$ cat config.mk
export PLATFORM = sky130hd
export DESIGN_NAME = cpudec_top
export DESIGN_NICKNAME = d
export VERILOG_FILES = /design/src/core/cpudec_cls.v /design/src/core/cpudec_top.v
export VERILOG_INCLUDE_DIRS = /design/src /design/src/core
export SDC_FILE = /design/constraint.sdc
export NUM_CORES = 1
export LEC_CHECK = 0
export ABC_AREA = 1
export BUFFER_PORTS_ARGS = -buffer_cell sky130_fd_sc_hd__buf_2
export CAP_MARGIN = 10
export CORE_ASPECT_RATIO = 1.1
export CORE_MARGIN = 5
export CORE_UTILIZATION = 40
export CTS_CLUSTER_SIZE = 8
export DETAILED_ROUTE_END_ITERATION = 7
export HOLD_SLACK_MARGIN = 0.08
export SLEW_MARGIN = 20
export SYNTH_ARGS = -nofsm -noshare
export SYNTH_HDL_FRONTEND = slang
export SYNTH_SLANG_ARGS = --single-unit
$ cat constraint.sdc
create_clock -name clk -period 4.7 [get_ports clk]
set_input_delay 0.705 -clock clk [delete_from_list [all_inputs] [get_ports clk]]
set_output_delay 0.705 -clock clk [all_outputs]
set_load 0.01 [all_outputs]
$ cat src/core/cpudec_regs.vh
`ifndef CPUDEC_REGS_VH
`define CPUDEC_REGS_VH

// register select codes inside 3-bit fields
`define CPUDEC_SEL_B      3'h0
`define CPUDEC_SEL_C      3'h1
`define CPUDEC_SEL_D      3'h2
`define CPUDEC_SEL_E      3'h3
`define CPUDEC_SEL_H      3'h4
`define CPUDEC_SEL_L      3'h5
`define CPUDEC_SEL_MEM    3'h6
`define CPUDEC_SEL_A      3'h7

// field positions in the opcode byte
`define CPUDEC_DST_MSB    5
`define CPUDEC_DST_LSB    3
`define CPUDEC_SRC_MSB    2
`define CPUDEC_SRC_LSB    0

// fixed opcodes
`define CPUDEC_OP_LDI_BC  8'h01
`define CPUDEC_OP_LDI_DE  8'h11
`define CPUDEC_OP_LDI_HL  8'h21
`define CPUDEC_OP_LDI_SP  8'h31
`define CPUDEC_OP_SWAP    8'he3
`define CPUDEC_OP_JHL     8'he9
`define CPUDEC_OP_HALT    8'h76

// operation class codes
`define CPUDEC_CLS_NONE   3'h0
`define CPUDEC_CLS_COPY   3'h1
`define CPUDEC_CLS_STORE  3'h2
`define CPUDEC_CLS_LOAD   3'h3
`define CPUDEC_CLS_LDPAIR 3'h4
`define CPUDEC_CLS_LDSP   3'h5
`define CPUDEC_CLS_SWAP   3'h6
`define CPUDEC_CLS_JHL    3'h7

// pair select codes
`define CPUDEC_PAIR_BC    2'h0
`define CPUDEC_PAIR_DE    2'h1
`define CPUDEC_PAIR_HL    2'h2
`define CPUDEC_PAIR_SP    2'h3

// immediate bytes that follow a 16-bit load opcode
`define CPUDEC_IMM_BYTES  2'h2

// reset values
`define CPUDEC_RST_CLASS  3'h0
`define CPUDEC_RST_SEL    3'h0

`endif

$ cat src/core/cpudec_cls.v
`timescale 1ns/1ns
`include "cpudec_regs.vh"

// pure opcode classifier, no state
module cpudec_cls (
  // opcode in
  input  wire [7:0] opcode,
  // class out
  output reg  [2:0] op_class,
  output reg  [1:0] pair_sel,
  output reg        two_imm
);

  // fixed codes first so the 01110110 hole never reads as a store
  always @* begin
    op_class = `CPUDEC_CLS_NONE;
    pair_sel = `CPUDEC_PAIR_BC;
    two_imm  = 1'b0;
    case (opcode)
      `CPUDEC_OP_LDI_BC: begin
        op_class = `CPUDEC_CLS_LDPAIR;
        pair_sel = `CPUDEC_PAIR_BC;
        two_imm  = 1'b1;
      end
      `CPUDEC_OP_LDI_DE: begin
        op_class = `CPUDEC_CLS_LDPAIR;
        pair_sel = `CPUDEC_PAIR_DE;
        two_imm  = 1'b1;
      end
      `CPUDEC_OP_LDI_HL: begin
        op_class = `CPUDEC_CLS_LDPAIR;
        pair_sel = `CPUDEC_PAIR_HL;
        two_imm  = 1'b1;
      end
      `CPUDEC_OP_LDI_SP: begin
        op_class = `CPUDEC_CLS_LDSP;
        pair_sel = `CPUDEC_PAIR_SP;
        two_imm  = 1'b1;
      end
      `CPUDEC_OP_SWAP: begin
        op_class = `CPUDEC_CLS_SWAP;
        pair_sel = `CPUDEC_PAIR_HL;
      end
      `CPUDEC_OP_JHL: begin
        op_class = `CPUDEC_CLS_JHL;
        pair_sel = `CPUDEC_PAIR_HL;
      end
      `CPUDEC_OP_HALT: begin
        op_class = `CPUDEC_CLS_NONE; // code 110 in both fields is no move
      end
      default: begin
        if (opcode[7:6] == 2'h1) begin
          if (opcode[`CPUDEC_DST_MSB:`CPUDEC_DST_LSB] == `CPUDEC_SEL_MEM) begin
            op_class = `CPUDEC_CLS_STORE;
            pair_sel = `CPUDEC_PAIR_HL;
          end else if (opcode[`CPUDEC_SRC_MSB:`CPUDEC_SRC_LSB] == `CPUDEC_SEL_MEM) begin
            op_class = `CPUDEC_CLS_LOAD;
            pair_sel = `CPUDEC_PAIR_HL;
          end else begin
            op_class = `CPUDEC_CLS_COPY;
          end
        end
      end
    endcase
  end

endmodule

$ cat src/core/cpudec_top.v
`timescale 1ns/1ns
`include "cpudec_regs.vh"

////////////////////////////////////////////////////////////////////////////////
// Function
// - 01DDDSSS copies source register SSS into destination register DDD.
// - 01110SSS stores source register SSS to memory addressed by HL.
// - 01DDD110 loads destination register DDD from memory addressed by HL.
// - 01, 11, 21 hex load BC, DE, HL with the next two bytes.
// - 31 hex loads the stack pointer with the next two bytes.
// - e3 hex swaps HL with stack top; stack pointer unchanged.
// - e9 hex loads the program counter from HL.
module cpudec_top (
  // clock and reset
  input  wire       clk,
  input  wire       srst,
  // byte stream from fetch
  input  wire [7:0] fetch_byte,
  input  wire       fetch_valid,
  output wire       fetch_ready,
  // decoded controls
  output reg        dec_valid,
  output reg  [2:0] op_class,
  output reg  [2:0] dst_sel,
  output reg  [2:0] src_sel,
  output reg  [1:0] pair_sel,
  output reg  [15:0] imm_value,
  output reg        copy_op,
  output reg        mem_store,
  output reg        mem_load,
  output reg        load_pair_immediate_op,
  output reg        stack_pointer_load,
  output reg        swap_stack_top_op,
  output reg        jump_via_hl_op,
  output reg        unsupported,
  // datapath handshake
  input  wire       exec_ready
);

  ////////////////////////////////////////////////////////////////////////////////
  localparam ST_OPC = 2'h0;
  localparam ST_LO  = 2'h1;
  localparam ST_HI  = 2'h2;
  localparam ST_OUT = 2'h3;

  reg  [1:0]  state_reg;
  reg  [1:0]  state_next;
  reg  [7:0]  opc_reg;
  reg  [7:0]  lo_reg;
  wire [2:0]  cls_w;
  wire [1:0]  pair_w;
  wire        imm_w;
  wire        take;
  wire [7:0]  cur_opc;

  // classify either the new byte or the held opcode
  assign cur_opc = (state_reg == ST_OPC) ? fetch_byte : opc_reg;

  cpudec_cls u_cls (
    .opcode   (cur_opc),
    .op_class (cls_w),
    .pair_sel (pair_w),
    .two_imm  (imm_w)
  );

  // hold the fetch while a decoded result waits for the datapath
  assign fetch_ready = (state_reg != ST_OUT);
  assign take        = fetch_valid & fetch_ready;

  ////////////////////////////////////////////////////////////////////////////////
  // sequencer: opcode, then low and high immediate bytes for 16-bit loads
  always @* begin
    state_next = state_reg;
    case (state_reg)
      ST_OPC:  if (take) state_next = imm_w ? ST_LO : ST_OUT;
      ST_LO:   if (take) state_next = ST_HI;
      ST_HI:   if (take) state_next = ST_OUT;
      ST_OUT:  if (exec_ready) state_next = ST_OPC;
      default: state_next = ST_OPC;
    endcase
  end

  always @(posedge clk) begin
    if (srst) begin
      state_reg <= ST_OPC;
      opc_reg   <= 8'h00;
      lo_reg    <= 8'h00;
    end else begin
      state_reg <= state_next;
      if (take && state_reg == ST_OPC) opc_reg <= fetch_byte;
      if (take && state_reg == ST_LO)  lo_reg  <= fetch_byte; // low byte comes first
    end
  end

  ////////////////////////////////////////////////////////////////////////////////
  // result registers: loaded once the instruction is complete, held until taken
  always @(posedge clk) begin
    if (srst) begin
      dec_valid              <= 1'b0;
      op_class               <= `CPUDEC_RST_CLASS;
      dst_sel                <= `CPUDEC_RST_SEL;
      src_sel                <= `CPUDEC_RST_SEL;
      pair_sel               <= `CPUDEC_PAIR_BC;
      imm_value              <= 16'h0000;
      copy_op                <= 1'b0;
      mem_store              <= 1'b0;
      mem_load               <= 1'b0;
      load_pair_immediate_op <= 1'b0;
      stack_pointer_load     <= 1'b0;
      swap_stack_top_op      <= 1'b0;
      jump_via_hl_op         <= 1'b0;
      unsupported            <= 1'b0;
    end else if (state_reg == ST_OUT) begin
      if (exec_ready) dec_valid <= 1'b0;
    end else if (take && (state_reg == ST_HI || (state_reg == ST_OPC && !imm_w))) begin
      dec_valid              <= 1'b1;
      op_class               <= cls_w;
      dst_sel                <= cur_opc[`CPUDEC_DST_MSB:`CPUDEC_DST_LSB];
      src_sel                <= cur_opc[`CPUDEC_SRC_MSB:`CPUDEC_SRC_LSB];
      pair_sel               <= pair_w;
      imm_value              <= (state_reg == ST_HI) ? {fetch_byte, lo_reg} : 16'h0000;
      copy_op                <= (cls_w == `CPUDEC_CLS_COPY);
      mem_store              <= (cls_w == `CPUDEC_CLS_STORE);
      mem_load               <= (cls_w == `CPUDEC_CLS_LOAD);
      load_pair_immediate_op <= (cls_w == `CPUDEC_CLS_LDPAIR);
      stack_pointer_load     <= (cls_w == `CPUDEC_CLS_LDSP);
      swap_stack_top_op      <= (cls_w == `CPUDEC_CLS_SWAP);
      jump_via_hl_op         <= (cls_w == `CPUDEC_CLS_JHL);
      unsupported            <= (cls_w == `CPUDEC_CLS_NONE);
    end
  end

endmodule

Word level (Yosys, flattened, before mapping)
Index checks and enable logic that the tools add are counted.
- register bits after elaboration: 54
- bits of input ports: 12
- output and inout port bits: 37
- logic and storage cells: 80
- equal/unequal tests: 25
- multiplexer cells: 20
- bitwise gates (word level): 2
- reductions and logical operators: 16
- operators by type and width (kind ; count):
    3-bit == test, second input constant ; 6
    2-bit 2-to-1 mux ; 9
    8-bit by 6-bit == test with 1-bit output, second input constant ; 2
    8-bit == test, second input constant ; 2
    16-bit 2-to-1 mux ; 1
    2-bit case mux with 4 select lines ; 2
    3-bit case mux with 5 select lines ; 1
    2-bit != test, second input constant ; 5
    8-bit by 1-bit == test with 1-bit output, second input constant ; 1
    8-bit by 5-bit == test with 1-bit output, second input constant ; 1
    8-bit by 7-bit == test with 1-bit output, second input constant ; 1
    8-bit 2-to-1 mux ; 1
    3-bit by 2-bit == test with 1-bit output, second input constant ; 2
    3-bit 2-to-1 mux ; 2
    3-bit OR reduction ; 2
    2-bit by 1-bit == test with 1-bit output, second input constant ; 2
    2-bit == test, second input constant ; 2
    1-bit logical AND ; 4
    1-bit 2-to-1 mux ; 4
    2-bit AND reduction ; 2
    4-bit AND reduction ; 1
    4-bit OR reduction ; 1
    3-bit by 1-bit == test with 1-bit output, second input constant ; 1
    3-bit logical NOT ; 1
    7 further kinds ; 7

Longest topological paths before layout
Gate-level depths: netlist of the first run.
- depth in word-level cells: 11
- depth in mapped cells: 17
- gate-level depth less buffers: 14

Cells and area by module
A second synthesis of the first run with hierarchy kept.
- cells, all modules: 331
- area total of the unflattened synthesis: 2421.1 sq um
- modules (own cells, without submodules) (module ; instances ; cells each ; area an instance (sq um) ; sequential area each (sq um)):
    cpudec_top ; 1 ; 288 ; 2227.1 ; 1081.0
    cpudec_cls ; 1 ; 43 ; 193.9 ; 0.0

Worst setup path after synthesis of the first run
Ideal clock, no wire load.
- path type: reg2reg
- start point: register state_reg[0]
- end point: register pair_sel[1]
- setup time: 122 ps
- arrival: 1702 ps
- required time: 4578 ps
- path slack: 2876 ps
- stages on the path, launching flop included: 16
- path buffers: 3
- period minus slack after synthesis: 1824 ps
- cells stage by stage: dfxtp_1 inv_1 ha_1 buf_6 inv_6 buf_6 nand2_2 o21ai_2 nand2_1 inv_1 nand2_2 nand2_2 nand2_4 buf_6 o21ai_0 a21oi_2
- longest elaborated chain between the ends: 10
- elaborated cells between the ends (all ways): 30
- classes of those cells: 13 x eq/ne; 6 x mux; 2 x bitwise; 9 x reduce/logical
- RTL lines (element ; RTL line ; RTL):
    from (decl) ; cpudec_top.v:46 ; reg [1:0] state_reg;
    from (signal assigned) ; cpudec_top.v:89 ; state_reg <= state_next;
    2-bit logical NOT ; cpudec_top.v:57, cpudec_top.v:115 ;
    8-bit 2-to-1 mux ; cpudec_top.v:57 ; assign cur_opc = (state_reg == ST_OPC) ? fetch_byte : opc_reg;
    8-bit by 1-bit == test with 1-bit output (tied with other cells) ; cpudec_cls.v:19 ; case (opcode)
    4-bit OR reduction (no source line) ; -- ;
    1-bit 2-to-1 mux ; cpudec_cls.v:19 ;
    1-bit logical NOT ; cpudec_top.v:115 ; end else if (take && (state_reg == ST_HI || (state_reg == ST_OPC && !imm_w))) begin
    1-bit logical AND ; cpudec_top.v:115 ;
    1-bit logical OR ; cpudec_top.v:115 ;
    1-bit logical AND ; cpudec_top.v:115 ;
    2-bit AND reduction (no source line) ; -- ;
    to (signal assigned) ; cpudec_top.v:103 ; pair_sel <= `CPUDEC_PAIR_BC;
    to (signal assigned) ; cpudec_top.v:120 ; pair_sel <= pair_w;
    to (decl) ; cpudec_top.v:26 ; output reg [1:0] pair_sel,
Parallel ways exist; a longest one is shown, timed or not.
A chain may end at the register's enable or synchronous reset.

Worst setup path in the final report of the first run
- start point: register state_reg[0]
- end point: register pair_sel[0]
The elaborated chain is that of the path after synthesis.

==> results of run 1 <==
worst paths after layout:
path	start	to	cells after the start	slack [ns]
hold / removal	imm_value[10]	imm_value[10]	2	0.46
hold reg to reg	imm_value[10]	imm_value[10]	2	0.46
setup reg to reg	state_reg[0]	pair_sel[0]	9	2.12
setup / recovery	state_reg[0]	pair_sel[0]	9	2.12
cells by family after synthesis:
| family | count (synthesis) |
|---|---|
| simple gates | 158 |
| compound gates | 76 |
| flops | 54 |
| buf+inv | 45 |
| fa+ha+maj | 4 |
cells in the final DEF (no fill, tap or decap), types with 2 or more instances in the layout:
master                     instances
sky130_fd_sc_hd__nor2_1           16
sky130_fd_sc_hd__o21ai_0          23
sky130_fd_sc_hd__clkbuf_8          6
sky130_fd_sc_hd__a21oi_1          33
sky130_fd_sc_hd__nand3_1          36
sky130_fd_sc_hd__dfxtp_1          54
sky130_fd_sc_hd__inv_2             2
sky130_fd_sc_hd__a21oi_2          17
sky130_fd_sc_hd__nand2_1          76
sky130_fd_sc_hd__nor2_4            2
sky130_fd_sc_hd__inv_1            23
sky130_fd_sc_hd__nand2_4           2
sky130_fd_sc_hd__nand2_2          24
sky130_fd_sc_hd__ha_1              4
sky130_fd_sc_hd__nor2_2            2
sky130_fd_sc_hd__buf_2            48
cell usage after synthesis:
library cell | count | area, um^2
sky130_fd_sc_hd__clkbuf_1 | 11 | 41.29
sky130_fd_sc_hd__nand3_1 | 36 | 180.2
sky130_fd_sc_hd__o21ai_2 | 1 | 8.760
sky130_fd_sc_hd__nor2_2 | 2 | 12.51
sky130_fd_sc_hd__buf_12 | 2 | 40.04
sky130_fd_sc_hd__inv_6 | 1 | 8.760
sky130_fd_sc_hd__nand2_2 | 24 | 150.1
sky130_fd_sc_hd__dfxtp_1 | 54 | 1081
sky130_fd_sc_hd__inv_2 | 2 | 7.510
sky130_fd_sc_hd__nor2_1 | 16 | 60.06
sky130_fd_sc_hd__inv_8 | 1 | 11.26
sky130_fd_sc_hd__o21a_1 | 1 | 7.510
sky130_fd_sc_hd__a21oi_1 | 33 | 165.2
sky130_fd_sc_hd__o41ai_1 | 1 | 8.760
sky130_fd_sc_hd__ha_1 | 4 | 50.05
sky130_fd_sc_hd__buf_6 | 5 | 56.30
sky130_fd_sc_hd__inv_1 | 23 | 86.33
sky130_fd_sc_hd__nor2_4 | 2 | 22.52
sky130_fd_sc_hd__a21oi_2 | 17 | 148.9
sky130_fd_sc_hd__nand2_4 | 2 | 22.52
sky130_fd_sc_hd__nand2_1 | 76 | 285.3
sky130_fd_sc_hd__o21ai_0 | 23 | 115.1
metrics by stage:
step	utilization (%)	hold WS, ns
floorplan	-	0.4415
global placement	44.50	0.4502
detailed placement	44.50	0.4504
CTS	46.02	0.4677
global route	46.02	0.4839
finish	46.02	0.4650
critical path, cell delays in order (launching register included):
cell and delay, ns:
sky130_fd_sc_hd__dfxtp_1 0.34, sky130_fd_sc_hd__inv_1 0.10, sky130_fd_sc_hd__ha_1 0.62, sky130_fd_sc_hd__nand2_1 0.35, sky130_fd_sc_hd__inv_1 0.30, sky130_fd_sc_hd__nand2_2 0.10
sky130_fd_sc_hd__nand2_4 0.21, sky130_fd_sc_hd__inv_8 0.13, sky130_fd_sc_hd__o21ai_0 0.24, sky130_fd_sc_hd__nor2_1 0.07
area by class of cell:
class,instances,share of cell area (%)
clock inverters,2,0.4363
repair buffers,48,8.377
well taps,80,3.490
clock buffers,6,2.880
inverters,27,3.970
flip-flops and latches,54,37.70
multi-input cells,238,43.15
report_power, final:
group	internal [mW]	switching, mW
Combinational	0.200	0.453
Sequential	0.543	0.0442
Clock	0.119	0.151
metal layers:
metal	part of all wire, %	global-route usage, %	up-vias
li1	-	-	1166
met1	47	19.84	991
met2	47	24.68	40
met3	4.4	2.982	6
met4	0.97	4.026	0
met5	0	0	-
==> flow_summary_export.csv, run 1 <==
group,metric,value,unit
placement,place_congestion,0.8301,
status,outcome,"complete, no violations",
synthesis,ys_ff_latch,54,
synthesis,synth-xor-area-share,0,%
floorplanning,die_width,86.43,um
sta,finClkSkew,0.006381,ns
synthesis,synth_top_family_by_area,"simple AND/OR/NAND/NOR gates",
sta,setup_total_negative_slack,0,ns
final_layout,final_layout_size_suffix_gt1_share,28.80,%
critical_path,critPathCaptureType,"flip-flop",
final_layout,fillCellCount,657,
detailed_routing,ant_nets,0,
detailed_routing,drt_iter0_drc,90,
placement,pre_cts_slack,2.074,ns
cts,cts-htree-levels,2,
sta,worst_pin_slew,0.7948,ns
grt,grt_start_max_net_pins,36,
critical_path,timing.critical_path.required,4.89,ns
floorplanning,initial_utilization,41.24,%
cts,holdBufCountCts,0,
run,timing.max_cap.violations,0,
cts,max-clock-path-buffers,2,
final_layout,layout.cell_area.non_filler,2868,um^2
cts,postCtsSetupRepairBufs,0,
synthesis,post_synth_instance_area,2570,um^2
grt,first_pass_grt_wire_length,9632,um
synthesis,number_of_distinct_library_cell_variants_in_the_gate_level_netlist_after_synthesis,22,
detailed_routing,via_count,2203,
critical_path,worst-setup-path-type,"reg2reg",
worst_hold_path,hold_class,"reg2reg",
sta,grt_setup_unrepaired,"false",
floorplanning,die_area,8130,um^2
floorplanning,core_area,6231,um^2
synthesis,synth.yosys.seq_area_share,42.06,%
final_layout,area.growth.synth_to_final,11.59,%
detailed_routing,detail_route.vias_per_cell,4.842,
synthesis,synthesis.instances,337,
placement,numPortBuffers,48,
grt,grt_pass1_vias,1982,
detailed_routing,first_pass_iters,4,
placement,hpwl,4304,um
placement,placement.cell_area,2773,um^2
sta,timing.fmax,387.8,MHz
sta,number_of_hold_slack_violations_in_the_final_timing_report,0,
grt,grt_overflow,0,
cts,cts_inserted_buffers,5,
cts,post_cts_resize_count,0,
critical_path,worst-endpoint-arrival,2.77,ns
cts,clock_sinks,54,
cts,clockRootBuffer,"sky130_fd_sc_hd__clkbuf_8",
final_layout,multi_input_area,1237,um^2
power,cellLeakagePower,1.260,nW
power,power-per-cell-area,526.5,nW/um^2
final_layout,largest_reg_flops,16,
grt,grt_antenna_before_repair,0,
synthesis,synthesized_area_fraction_occupied_by_ao_oa_aoi_and_oai_cells,17.67,%
final_layout,final-seq-area,1081,um^2
grt,global_route.usage.total,14.98,%
critical_path,timing.critical_path.from_type,"flip-flop",
cts,tritoncts_clock_tree,"done",
synthesis,synth_fp_nets,353,
sta,finalCriticalPeriod,2.578,ns
detailed_routing,drc,0,
critical_path,critical_path_peak_fanout,28,
sta,post-route-period-util,54.86,%
detailed_routing,avgRoutedWirePerCell,12.72,um
synthesis,synth_warnings,0,
sta,timing.max_slew.rel_slack,47.01,%
detailed_routing,finalWirelength,5788,um
power,vdd.ir_drop.worst,0.0002235,V
floorplanning,fp-row-count,30,
synthesis,simple_gate_portion_of_the_synthesized_area,28.53,%
synthesis,synthMuxAreaShare,0,%
floorplanning,io-pin-count,49,
synthesis,postSynthAreaPerCell,7.626,um^2
floorplanning,dieHeight,94.07,um
sta,finalSetupViolations,0,
cts,clock_insertion_delay_worst_skew,0.30,ns
cts,post_cts_clock_slew_at_the_launch_and_capture_registers_of_the_worst_setup_and_hold_paths,0.10,ns
synthesis,yosys.area_share.adder,1.947,%
sta,setup_ws,2.122,ns
placement,numPlacedInstances,447,
sta,finalMaxSlewViolations,0,
final_layout,antenna_cells,0,
final_layout,nets,390,
power,finalPower,1.510,mW
final_layout,final-instance-count-excl-fill,455,
Note: power is estimated with default switching activity, not from simulation.
==> run 2: changes to the inputs <==
- clock period: 4.7 -> 2.1 ns (I/O delays scaled with it)
==> flow_summary_export.csv, run 2 (synthesized netlist as in run 1, its figures left out) <==
group,metric,value,unit
status,outcome,"complete, no violations",
final_layout,fillCellCount,660,
floorplanning,fp-row-count,30,
final_layout,final-instance-count-excl-fill,470,
power,vdd.ir_drop.worst,0.0005444,V
run,timing.max_cap.violations,0,
cts,postCtsSetupRepairBufs,0,
final_layout,largest_reg_flops,16,
critical_path,crit-reg2reg-launch,"state_reg[1]",
floorplanning,core_area,6231,um^2
grt,global_route.usage.total,16.23,%
sta,post-route-period-util,91.13,%
detailed_routing,via_count,2304,
detailed_routing,first_pass_iters,4,
sta,timing.fmax,522.6,MHz
cts,tritoncts_clock_tree,"done",
detailed_routing,avgRoutedWirePerCell,13.24,um
grt,grt_pass1_vias,2263,
cts,cts_inserted_buffers,5,
critical_path,critPathCaptureType,"flip-flop",
detailed_routing,ant_nets,0,
final_layout,layout_commonest_cell,"sky130_fd_sc_hd__nand2_1",
critical_path,critical_path_peak_fanout,13,
power,sw_frac_of_total,41.04,%
floorplanning,die_area,8130,um^2
final_layout,layout_common_cells,"sky130_fd_sc_hd__nand2_1 (74), sky130_fd_sc_hd__dfxtp_1 (54), sky130_fd_sc_hd__buf_2 (48)",
final_layout,post-route-util,48.80,%
final_layout,area.growth.synth_to_final,18.31,%
power,combinationalPowerShare,46.3,%
final_layout,antenna_cells,0,
placement,numPortBuffers,48,
detailed_routing,finalWirelength,6224,um
placement,numPlacedInstances,462,
sta,finalMaxSlewViolations,0,
critical_path,worst-endpoint-arrival,2.17,ns
final_layout,final_layout_size_suffix_gt1_share,32.56,%
power,clockPowerShare,19.1,%
cts,clockRootBuffer,"sky130_fd_sc_hd__clkbuf_8",
cts,cts-htree-levels,2,
placement,hpwl,4696,um
power,power-per-cell-area,1243,nW/um^2
sta,timing.max_slew.rel_slack,64.24,%
detailed_routing,drt_iter0_drc,106,
grt,grt_start_max_net_pins,35,
power,share_seq_of_total_power,34.6,%
cts,post_cts_clock_slew_at_the_launch_and_capture_registers_of_the_worst_setup_and_hold_paths,0.10,ns
detailed_routing,detail_route.vias_per_cell,4.902,
final_layout,multi_input_area,1259,um^2
grt,grt_antenna_before_repair,0,
critical_path,timing.critical_path.from_type,"flip-flop",
grt,grt_overflow,0,
critical_path,timing.critical_path.required,2.35,ns
floorplanning,die_width,86.43,um
worst_hold_path,hold_class,"in2reg",
final_layout,final-seq-area,1081,um^2
power,net-switching-power,1.551,mW
floorplanning,io-pin-count,49,
sta,finalSetupViolations,0,
sta,number_of_hold_slack_violations_in_the_final_timing_report,0,
cts,clock_insertion_delay_worst_skew,0.31,ns
sta,finClkSkew,0.008309,ns
sta,finalCriticalPeriod,1.914,ns
power,internal_power,2.229,mW
critical_path,crit_path_start,"state_reg[1]",
critical_path,worst-setup-path-type,"reg2reg",
cts,clock_sinks,54,
sta,setup_total_negative_slack,0,ns
sta,grt_setup_unrepaired,"false",
worst_hold_path,worst_hold_startpoint,"fetch_byte[5]",
final_layout,nets,405,
floorplanning,initial_utilization,41.24,%
grt,first_pass_grt_wire_length,10630,um
power,cellLeakagePower,1.352,nW
detailed_routing,drc,0,
sta,worst_pin_slew,0.5295,ns
placement,place_congestion,0.8760,
floorplanning,dieHeight,94.07,um
cts,max-clock-path-buffers,2,
==> run 2: layer usage <==
layer  track usage [%]  up-vias  part of all wire (%)
met5                 0        -                     0
met4             5.714        0                   1.6
met3             2.281       10                   5.3
met2             27.36       58                    49
met1             21.00     1043                    44
li1                  -     1193                     -
==> run 2: path summary, 6_finish.rpt <==
check                  end  slack (ns)  cells after the start
max                copy_op        0.19                     13
min reg2reg  imm_value[11]        0.47                      2
min             opc_reg[5]        0.29                      3
max reg2reg        copy_op        0.19                     13
==> run 2: through the flow <==
stage          power [mW]  hold WS, ns  area (um^2)  worst slack [ns]
6_report            3.780       0.2926         3040            0.1863
5_1_grt             4.090       0.2943         3040          0.006893
4_1_cts             3.764       0.2874         3017           0.08192
3_5_place_dp        3.031       0.4526         2898          -0.01259
3_3_place_gp        3.025       0.4492         2898           0.02376
2_1_floorplan       2.622       0.4415         2570            0.2763
==> run 2: cell type report <==
class	instances	area share [%]
flip-flops and latches	54	35.56
clock inverters	3	1.564
clock buffers	5	2.263
inverters	27	3.909
well taps	80	3.292
repair buffers	63	12.02
multi-input cells	238	41.40
==> run 2: power by group through the flow <==
stage / registers, mW / clock network (mW) / logic, mW
3_5_place_dp: 1.33 / 0 / 1.70
6_report: 1.31 / 0.721 / 1.75
3_3_place_gp: 1.33 / 0 / 1.69
2_1_floorplan: 1.39 / 0 / 1.23
4_1_cts: 1.31 / 0.742 / 1.71
5_1_grt: 1.33 / 0.791 / 1.97
==> run 2: timing repair <==
item	CTS	global route
pin swaps	0	1
gates resized for setup	1	10
hold buffers	0	0
setup endpoints to repair	13	33
==> run 2: critical path, cell delays in order, from the launching register on <==
cell	delay, ns
sky130_fd_sc_hd__dfxtp_1	0.33
sky130_fd_sc_hd__inv_1	0.12
sky130_fd_sc_hd__ha_4	0.23
sky130_fd_sc_hd__inv_6	0.07
sky130_fd_sc_hd__buf_4	0.15
sky130_fd_sc_hd__nand2_1	0.05
sky130_fd_sc_hd__nand2_1	0.10
sky130_fd_sc_hd__nand3_1	0.16
sky130_fd_sc_hd__nand2_1	0.09
sky130_fd_sc_hd__nand2_1	0.06
sky130_fd_sc_hd__nor2_1	0.05
sky130_fd_sc_hd__nor2_1	0.20
sky130_fd_sc_hd__nand3_1	0.13
sky130_fd_sc_hd__a21oi_2	0.12
